--- config.mk ---
export PLATFORM = sky130hd
export DESIGN_NAME = fixed_reference_control
export DESIGN_NICKNAME = d
export VERILOG_FILES = /design/src/fixed_reference_control.v /design/src/gain_decode.v
export VERILOG_INCLUDE_DIRS = /design/src
export SDC_FILE = /design/constraint.sdc
export NUM_CORES = 1
export LEC_CHECK = 0
export BUFFER_PORTS_ARGS = -buffer_cell sky130_fd_sc_hd__buf_4
export CORE_MARGIN = 5
export CORE_UTILIZATION = 45
export CTS_BUF_LIST = sky130_fd_sc_hd__clkbuf_8
export DETAILED_ROUTE_END_ITERATION = 6
export GPL_ROUTABILITY_DRIVEN = 1
export PLACE_DENSITY = 0.68
export SETUP_SLACK_MARGIN = 0.4
export SKIP_CTS_REPAIR_TIMING = 1
export SYNTH_ARGS = -nofsm -noshare
export SYNTH_HDL_FRONTEND = slang
export SYNTH_SLANG_ARGS = --single-unit
--- constraint.sdc ---
create_clock -name clk -period 3.7 [get_ports clk]
set_clock_uncertainty 0.1 [all_clocks]
set_input_delay 0.37 -clock clk [delete_from_list [all_inputs] [get_ports clk]]
set_output_delay 0.37 -clock clk [all_outputs]
set_load 0.005 [all_outputs]
--- src/fixed_reference_regs.vh ---
// Constants for the fixed reference control register bank.
// Assumes a plain address/strobe register port with 8-bit data.
`ifndef FIXED_REFERENCE_REGS_VH
`define FIXED_REFERENCE_REGS_VH

// Register map
`define ADDR_W              4
`define DATA_W              8
`define REG_REF_CONTROL     4'h0
`define REG_REF_STATUS      4'h1

// Field positions in the control register
`define BIT_REF_ENABLE      7
`define BIT_READY_FLAG      6
`define BIT_TEMP_ENABLE     5
`define BIT_TEMP_RANGE      4
`define CMP_GAIN_HI         3
`define CMP_GAIN_LO         2
`define ADC_GAIN_HI         1
`define ADC_GAIN_LO         0

// Reset and fill values
`define CTRL_RESET          8'h00
`define READ_ZERO           8'h00
`define GAIN_OFF            2'b00
`define GAIN_X1             2'b01
`define GAIN_X2             2'b10
`define GAIN_X4             2'b11
`define ONEHOT_OFF          3'b000
`define ONEHOT_X1           3'b001
`define ONEHOT_X2           3'b010
`define ONEHOT_X4           3'b100

// Settling time, in ns, and derived cycle count at 125 MHz (8 ns)
`define SETTLE_NS           25000
`define CLK_PERIOD_NS       8
`define SETTLE_CYCLES       ((`SETTLE_NS + `CLK_PERIOD_NS - 1) / `CLK_PERIOD_NS)
`define SETTLE_CNT_W        13

// Settling FSM states
`define ST_OFF              2'b00
`define ST_SETTLE           2'b01
`define ST_READY            2'b10

`endif

--- src/fixed_reference_control.v ---
// Control and status register for the fixed reference and temperature indicator.
// Assumes single-clock register port; analog settled signals come from pins.
//
// What this block does
// - Bit 7 turns the reference on/off
// - Ready set only after circuits report stable
// - Ready read-only, zero when off or unsettled
// - Wide-supply variant: ready always reads one
// - Bits 3-2 select comparator buffer gain/off
// - Bits 1-0 select ADC buffer gain/off
// - Bit 5 enables temperature indicator
// - Bit 4 selects high/low temperature range
// - Writable fields clear to zero on reset
`timescale 1ns/1ps
`include "fixed_reference_regs.vh"

module fixed_reference_control
#(
  parameter WIDE_SUPPLY   = 0,               // 1 = ready always reads one
  parameter SETTLE_CYCLES = `SETTLE_CYCLES   // Fallback settle time in cycles
)
(
  clk,
  sys_rst,
  clk_en,
  reg_addr,
  reg_wdata,
  reg_wr,
  reg_rd,
  reg_rdata,
  ref_stable_in,
  amp_stable_in,
  reference_enable,
  temp_indicator_enable,
  temp_range_select,
  adc_ref_gain,
  comparator_ref_gain,
  adc_gain_sel,
  comparator_gain_sel,
  reference_ready_flag
);
  input  wire                clk;                    // System clock
  input  wire                sys_rst;                // Sync reset, high
  input  wire                clk_en;                 // Freeze all state when low
  input  wire [`ADDR_W-1:0]  reg_addr;               // Register address
  input  wire [`DATA_W-1:0]  reg_wdata;              // Write data
  input  wire                reg_wr;                 // Write strobe
  input  wire                reg_rd;                 // Read strobe
  output reg  [`DATA_W-1:0]  reg_rdata;              // Read data, one cycle later
  input  wire                ref_stable_in;          // Analog reference settled
  input  wire                amp_stable_in;          // Analog amplifiers settled
  output reg                 reference_enable;       // Reference power
  output reg                 temp_indicator_enable;  // Temp indicator power
  output reg                 temp_range_select;      // 1 = high range
  output reg  [1:0]          adc_ref_gain;           // Raw ADC gain field
  output reg  [1:0]          comparator_ref_gain;    // Raw comparator gain field
  output reg  [2:0]          adc_gain_sel;           // One-hot ADC gain
  output reg  [2:0]          comparator_gain_sel;    // One-hot comparator gain
  output reg                 reference_ready_flag;   // Reference ready

  // Pin synchronisers, three stages each
  reg  [2:0] ref_sync_q;
  reg  [2:0] amp_sync_q;
  reg        ref_stable_q;   // Filtered level
  reg        amp_stable_q;   // Filtered level

  // Settling state
  reg  [1:0]               state_q;
  reg  [1:0]               state_d;
  reg  [`SETTLE_CNT_W-1:0] cnt_q;
  reg  [`SETTLE_CNT_W-1:0] cnt_d;
  wire [`SETTLE_CNT_W-1:0] settle_last;

  // Decoder outputs
  wire [2:0] adc_dec;
  wire [2:0] cmp_dec;

  // Access decode
  wire wr_ctrl;
  wire ready_d;

  // Settling states
  localparam [1:0] ST_OFF    = `ST_OFF;     // Reference off
  localparam [1:0] ST_SETTLE = `ST_SETTLE;  // Waiting for stable reports
  localparam [1:0] ST_READY  = `ST_READY;   // Settled and usable

  assign settle_last = SETTLE_CYCLES[`SETTLE_CNT_W-1:0] - 1'b1;
  assign wr_ctrl     = reg_wr && (reg_addr == `REG_REF_CONTROL);

  // Gain field decoders
  gain_decode u_adc_dec
  (
    .sel    (adc_ref_gain),
    .onehot (adc_dec)
  );

  gain_decode u_cmp_dec
  (
    .sel    (comparator_ref_gain),
    .onehot (cmp_dec)
  );

  // Synchronise settled indications; a level counts when stages 2 and 3 agree
  always @(posedge clk)
  begin
    if (sys_rst)
    begin
      ref_sync_q   <= 3'b000;
      amp_sync_q   <= 3'b000;
      ref_stable_q <= 1'b0;
      amp_stable_q <= 1'b0;
    end
    else if (clk_en)
    begin
      ref_sync_q <= {ref_sync_q[1:0], ref_stable_in};
      amp_sync_q <= {amp_sync_q[1:0], amp_stable_in};
      // Update only on agreement
      if (ref_sync_q[1] == ref_sync_q[2])
      begin
        ref_stable_q <= ref_sync_q[2];
      end
      if (amp_sync_q[1] == amp_sync_q[2])
      begin
        amp_stable_q <= amp_sync_q[2];
      end
    end
  end

  // Control fields; software writes, reset clears
  always @(posedge clk)
  begin
    if (sys_rst)
    begin
      reference_enable      <= 1'b0;
      temp_indicator_enable <= 1'b0;
      temp_range_select     <= 1'b0;
      adc_ref_gain          <= `GAIN_OFF;
      comparator_ref_gain   <= `GAIN_OFF;
    end
    else if (clk_en && wr_ctrl)
    begin
      // Bit 6 is read-only and ignored on write
      reference_enable      <= reg_wdata[`BIT_REF_ENABLE];
      temp_indicator_enable <= reg_wdata[`BIT_TEMP_ENABLE];
      temp_range_select     <= reg_wdata[`BIT_TEMP_RANGE];
      comparator_ref_gain   <= reg_wdata[`CMP_GAIN_HI:`CMP_GAIN_LO];
      adc_ref_gain          <= reg_wdata[`ADC_GAIN_HI:`ADC_GAIN_LO];
    end
  end

  // Settling sequence next state
  always @*
  begin
    state_d = state_q;
    cnt_d   = cnt_q;
    case (state_q)
      ST_OFF:
      begin
        cnt_d = {`SETTLE_CNT_W{1'b0}};
        if (reference_enable)
        begin
          state_d = ST_SETTLE;
        end
      end
      ST_SETTLE:
      begin
        // Wait the minimum time, then for both analog reports
        if (!reference_enable)
        begin
          state_d = ST_OFF;
        end
        else if (cnt_q != settle_last)
        begin
          cnt_d = cnt_q + 1'b1;
        end
        else if (ref_stable_q && amp_stable_q)
        begin
          state_d = ST_READY;
        end
      end
      ST_READY:
      begin
        if (!reference_enable)
        begin
          state_d = ST_OFF;
        end
      end
      default:
      begin
        state_d = ST_OFF;
      end
    endcase
  end

  // Settling state registers
  always @(posedge clk)
  begin
    if (sys_rst)
    begin
      state_q <= ST_OFF;
      cnt_q   <= {`SETTLE_CNT_W{1'b0}};
    end
    else if (clk_en)
    begin
      state_q <= state_d;
      cnt_q   <= cnt_d;
    end
  end

  // Ready: zero unless settled and still enabled, or tied high on wide supply
  assign ready_d = (WIDE_SUPPLY != 0) ? 1'b1 :
                   ((state_d == ST_READY) && reference_enable);

  // Registered analog controls and ready flag
  always @(posedge clk)
  begin
    if (sys_rst)
    begin
      adc_gain_sel         <= `ONEHOT_OFF;
      comparator_gain_sel  <= `ONEHOT_OFF;
      reference_ready_flag <= (WIDE_SUPPLY != 0);
    end
    else if (clk_en)
    begin
      adc_gain_sel         <= adc_dec;
      comparator_gain_sel  <= cmp_dec;
      reference_ready_flag <= ready_d;
    end
  end

  // Read port; unmapped addresses read zero
  always @(posedge clk)
  begin
    if (sys_rst)
    begin
      reg_rdata <= `READ_ZERO;
    end
    else if (clk_en)
    begin
      if (reg_rd && (reg_addr == `REG_REF_CONTROL))
      begin
        reg_rdata <= {reference_enable, reference_ready_flag, temp_indicator_enable,
                      temp_range_select, comparator_ref_gain, adc_ref_gain};
      end
      else if (reg_rd && (reg_addr == `REG_REF_STATUS))
      begin
        // Settling state and synchronised analog reports
        reg_rdata <= {4'h0, state_q, amp_stable_q, ref_stable_q};
      end
      else
      begin
        reg_rdata <= `READ_ZERO;
      end
    end
  end
endmodule // fixed_reference_control

--- src/gain_decode.v ---
// Decoder from a 2-bit buffer gain field to one-hot gain selects.
// Assumes the caller registers the outputs.
`timescale 1ns/1ps
`include "fixed_reference_regs.vh"

module gain_decode
(
  sel,
  onehot
);
  input  wire [1:0] sel;     // Gain field
  output reg  [2:0] onehot;  // {x4, x2, x1}, all zero = buffer off

  // Plain code to one-hot
  always @*
  begin
    case (sel)
      `GAIN_X4: onehot = `ONEHOT_X4;
      `GAIN_X2: onehot = `ONEHOT_X2;
      `GAIN_X1: onehot = `ONEHOT_X1;
      default:  onehot = `ONEHOT_OFF;
    endcase
  end
endmodule // gain_decode

# After elaboration in Yosys (flattened, before gate mapping)
# Cells that the tools add are included.
[op_classes]
addsub = 1
eq_ne = 15
n_mux = 13
reduce_logical = 12
[op_table]
columns = ["cell", "count"]
rows = [
  ["2-to-1 mux 13 bit", 2],
  ["one-hot mux 13 bit (2 select lines)", 1],
  ["one-hot mux 3 bit (3 select lines)", 2],
  ["adder 13 x 1 -> 13 bit, second input constant", 1],
  ["inequality test 13 x 12 -> 1 bit, second input constant", 1],
  ["== test 2 bit, second input constant", 6],
  ["2-to-1 mux 2 bit", 5],
  ["2-to-1 mux 8 bit", 1],
  ["== test 2 x 1 -> 1 bit, second input constant", 3],
  ["logical AND 1 bit", 6],
  ["one-hot mux 2 bit (3 select lines)", 1],
  ["== test 4 x 1 -> 1 bit, second input constant", 1],
  ["zero test 4 bit", 1],
  ["2-to-1 mux 4 bit", 1],
  ["inequality test 2 bit, second input constant", 2],
  ["AND reduction 2 bit", 2],
  ["AND reduction 4 bit", 1],
  ["== test 1 bit", 2],
  ["zero test 2 bit", 1],
  ["nonzero test 2 bit", 1],
]
[word_totals]
ff_bits = 45
input_bits = 19
out_inout_bits = 22
elab_cells = 56

# Depth between registers and ports, before layout
[depth]
ltp_word = 7
mapped_depth = 8
mapped_depth_nobuf = 7

# By module
# Synthesis repeated with hierarchy kept, for this count alone.
[hier_totals]
cells_unflattened = 203
hier_area_um2 = 1919.3
[modules_own_cells]
columns = ["mod", "n_inst", "cells_per_inst", "area_each_um2", "seq_area_each_um2"]
rows = [
  ["fixed_reference_control", 1, 197, 1874.3, 900.9],
  ["gain_decode", 2, 3, 22.5, 0.0],
]

# Least setup slack after synthesis
# OpenSTA, ideal clock, no wires.
[synth_timing]
path_kind = "register to register"
startpoint = "reg cnt_q[0]"
endpoint = "reg cnt_q[11]"
setup_ns = 0.068
arrival_time_ns = 1.810
required_ns = 3.532
path_slack_ns = 1.722
stages_incl_launch_ff = 9
n_path_buf = 1
synth_period_minus_slack_ns = 1.978
cell_sequence = "dfxtp_1 > inv_1 > ha_1 > nand4bb_1 > or4_1 > buf_6 > nand4_4 > or4_2 > a21oi_2"
[synth_via]
elab_chain_cells = 4
elab_cells_between_ends = 7
cone_classes = "1 x add/sub; 2 x eq/ne; 3 x mux; 1 x reduce/logical"
[synth_lines]
columns = ["element", "line", "rtl"]
rows = [
  ["start, declared", "fixed_reference_control.v:70", "reg [`SETTLE_CNT_W-1:0] cnt_q;"],
  ["start signal, assigned", "fixed_reference_control.v:201", "cnt_q <= {`SETTLE_CNT_W{1'b0}};"],
  ["start signal, assigned", "fixed_reference_control.v:206", "cnt_q <= cnt_d;"],
  ["adder 13 x 1 -> 13 bit", "fixed_reference_control.v:174", "cnt_d = cnt_q + 1'b1;"],
  ["2-to-1 mux 13 bit", "fixed_reference_control.v:172", "else if (cnt_q != settle_last)"],
  ["2-to-1 mux 13 bit", "fixed_reference_control.v:168", "if (!reference_enable)"],
  ["one-hot mux 13 bit (2 select lines)", "fixed_reference_control.v:156", "case (state_q)"],
]
# Several ways; a longest one is shown, not always the timed one. The select of a mux whose other input is x is not followed.
# A chain may end at the register's enable or synchronous reset.

# Final worst setup path
# Ends and elaborated chain as after synthesis.

==> run summary <==
Number of endpoints with negative hold slack in the final report - 0
Height of the die - 76.7 um
PD cells - 364 nW/um2
Worst reg2reg setup slack - 1.53 ns
Min-delay src - reg_wdata[3]
Area growth, synth to finish - 19.1%
Reg2Reg Depth - 7
CP delay by family, top - simple AND/OR/NAND/NOR gates
DR vias - 1652
Type of element launching the critical path - flop
Most area-hungry cell type in the Yosys netlist - dfxtp_1
Async set-or-reset flop fraction in the synthesized netlist - 0%
Number of buffers and inverters on the critical path - 1
Post-DR wirelength/cell - 13.3 um
Post-synthesis instance area - 2000 um2
Worst hold slack - 0.204 ns
Pin count of the biggest net entering global routing - 36
Source of the worst register-to-register timing path - cnt_q[0]
Placer congestion estimate - 0.826
Pre-antenna DRT Iters - 6
Gate count of the mapped netlist - 226
NumNets Final - 280
Clock input transition at the sequential cells of the worst setup and hold paths - 0.08 ns
Critical setup path kind - reg -> reg
Status - finished, final reports clean
Setup repair after global routing missed its margin - no
Cell Count Post-Placement - 304
Via count of the first global-routing pass - 1579
Worst Hold Endpoint - comparator_ref_gain[1]
DPL Wire Length - 2970 um
Leak - 0.968 nW
Remaining routing DRC violations - 0
Core Footprint - 4320 um2
Number of inserted diodes - 0
Max Clk Rate - 461 MHz
Global-route wire length before repair - 7160 um
Hold Crit Class - in -> reg
Buffers added on ports - 39
Clock insertion delay at the later pin of the skew report - 0.29 ns
Main area contributors after synthesis - dfxtp_1 (45%), a21oi_1 (6.8%), mux2i_1 (6.5%)
Critical Path End Type - flop
Post-DR vias/cell - 5.29
Aggregate global routing overflow - 0
Overall Global Routing Usage - 14.2%
Initial detailed-routing violation count - 144
Setup-violating endpoint count in the final report - 0
Cell Rows - 24
Number of nets with antenna violations after detailed routing - 0
Die Outline Area - 5880 um2
Share of the synthesized area in the top cell type - 45.0%
Most used DFF post-synth - dfxtp_1
Period utilisation layout - 58.6%
Share of layout cells above drive strength 1 - 23.5%
Num CTS Buffers - 5
Normalized max-slew margin - 33.5%
Final max-slew violation count - 0
Cell chain of the critical path - inv_1, ha_1, nand4bb_1, or4_1, nand4_4, or4_2, a21oi_2
Number of violations of the max-capacitance limit - 0
Arr. time, crit path - 2.29 ns
Yosys warns - 0
Number of synthesized register bits - 45
Number of enable-type register cells in the synthesized netlist - 0
Critical path's slowest cell - or4_2
Count of cell types in the netlist - 42
Number of antenna violations at the first check in global routing - 0
Horizontal die dimension - 76.7 um
CTS tree - done
Worst-margin pin slew - 0.995 ns
Worst Path Max Fanout - 10
Cells on Worst Hold Path - 3
Routed wire length - 4160 um
Count of clock tree sinks - 45
Mean instance size in the synthesized netlist - 8.85 um2
Sequential cell area fraction in the yosys report - 45.0%
Fin cells - 312
Clock root buffer - clkbuf_8
Effective utilization at floorplan - 46.3%
Critical register-to-register path endpoint - cnt_q[11]
Largest stage delay on the critical path - 0.65 ns
Ports - 41
Required time of the critical path - 3.83 ns
Syn_nets - 247
Worst IR Drop VDD - 0.000265 V
Clock period minus final worst setup slack - 2.17 ns
Maximum buffer depth of the clock tree - 2
H-tree levels - 2
Setup total negative slack - 0 ns
power by group:
part / internal, W / total, W / switching, W / leakage, nW
clock: 0.000169 / 0.000330 / 0.000161 / 0.0542
sequential: 0.000487 / 0.000490 / 0.00000287 / 0.363
combinational: 0.0000211 / 0.0000466 / 0.0000255 / 0.551
worst register-to-register path: stages (launching register included):
cell and delay, ns:
dfxtp_1 0.36, inv_1 0.08, ha_1 0.21, nand4bb_1 0.11, or4_1 0.28, nand4_4 0.19, or4_2 0.65, a21oi_2 0.14
routing by layer:
metal  part of all wire (%)  global-route usage (%)  vias to the layer above  wire (um)
met4                   0.96                    3.15                        0         40
met3                    4.6                    3.86                        4        191
met5                      0                       0                        -          0
li1                       -                       -                      859          -
met2                     47                    23.5                       34       1970
met1                     47                    18.4                      755       1960
how the worst max path moves through the flow:
stage | from | to | slack [ns] | depth (start not counted)
CTS | cnt_q[0] | cnt_q[11] | 1.54 | 7
global route | cnt_q[0] | cnt_q[11] | 1.41 | 7
floorplan | cnt_q[0] | cnt_q[11] | 1.72 | 8
finish | cnt_q[0] | cnt_q[11] | 1.53 | 7
detailed placement | clk_en | reference_ready_flag | 1.49 | 6
global placement | clk_en | state_q[1] | 1.52 | 6
per-stage QoR:
stage	instance area, um2	utilization [%]	total power, W	setup WS (ns)
finish	2380	55.1	0.000867	1.53
global route	2380	55.1	0.000905	1.41
CTS	2380	55.1	0.000877	1.54
detailed placement	2280	52.7	0.000549	1.49
global placement	2280	52.7	0.000549	1.52
floorplan	2000	-	0.000531	1.72
registers in the layout, summed over array words and instances (netlist names), 2 cells and up:
| signal | count |
|---|---|
| reg_rdata | 8 |
| amp_sync_q | 3 |
| comparator_ref_gain | 2 |
| state_q | 2 |
| adc_gain_sel | 3 |
| ref_sync_q | 3 |
| cnt_q | 13 |
| adc_ref_gain | 2 |
| comparator_gain_sel | 3 |
final cells by class:
type	count	area (um2)
Fill cell	428	1940
Multi-Input combinational cell	163	1000
Sequential cell	45	901
Timing Repair Buffer	39	293
Clock buffer	7	96.3
Tap cell	52	65.1
Inverter	5	18.8
Clock inverter	1	5.00
cells in the final DEF, fill, tap and decap left out, types with 2 or more instances in the layout:
cell / count
a21o_1: 2
a21oi_1: 27
a21oi_2: 2
and3_1: 6
buf_4: 39
clkbuf_8: 7
dfxtp_1: 45
ha_1: 2
inv_1: 4
mux2i_1: 13
nand2_1: 27
nand3_1: 9
nand3b_1: 4
nand4_1: 3
nor2_1: 25
nor3_1: 4
o21ai_0: 3
o21ai_1: 2
o31ai_1: 5
or3_2: 2
or4_1: 3
or4_2: 3
or4b_2: 2
xnor2_1: 2
xor2_1: 4
cell families (layout without fill, tap and decap cells):
group	count (synthesis)	count (layout)	synth area share (%)
XOR/XNOR	6	6	2.63
buffers and inverters	18	52	4.82
flip-flops	45	45	45.0
multiplexers	13	13	6.50
AO/OA/AOI/OAI	46	46	13.9
adder cells (fa/ha/maj)	2	2	1.25
AND/OR/NAND/NOR	96	96	25.8
cells in the mapped netlist, drive strengths merged (2+ instances only):
| cell | n |
|---|---|
| a21o | 2 |
| a21oi | 30 |
| and3 | 6 |
| buf | 4 |
| clkbuf | 9 |
| dfxtp | 45 |
| ha | 2 |
| inv | 4 |
| mux2i | 13 |
| nand2 | 27 |
| nand3 | 9 |
| nand3b | 4 |
| nand4 | 4 |
| nor2 | 25 |
| nor3 | 4 |
| o21ai | 5 |
| o31ai | 5 |
| or3 | 2 |
| or4 | 6 |
| or4b | 2 |
| xnor2 | 2 |
| xor2 | 4 |
(Power assumes the default switching activity.)
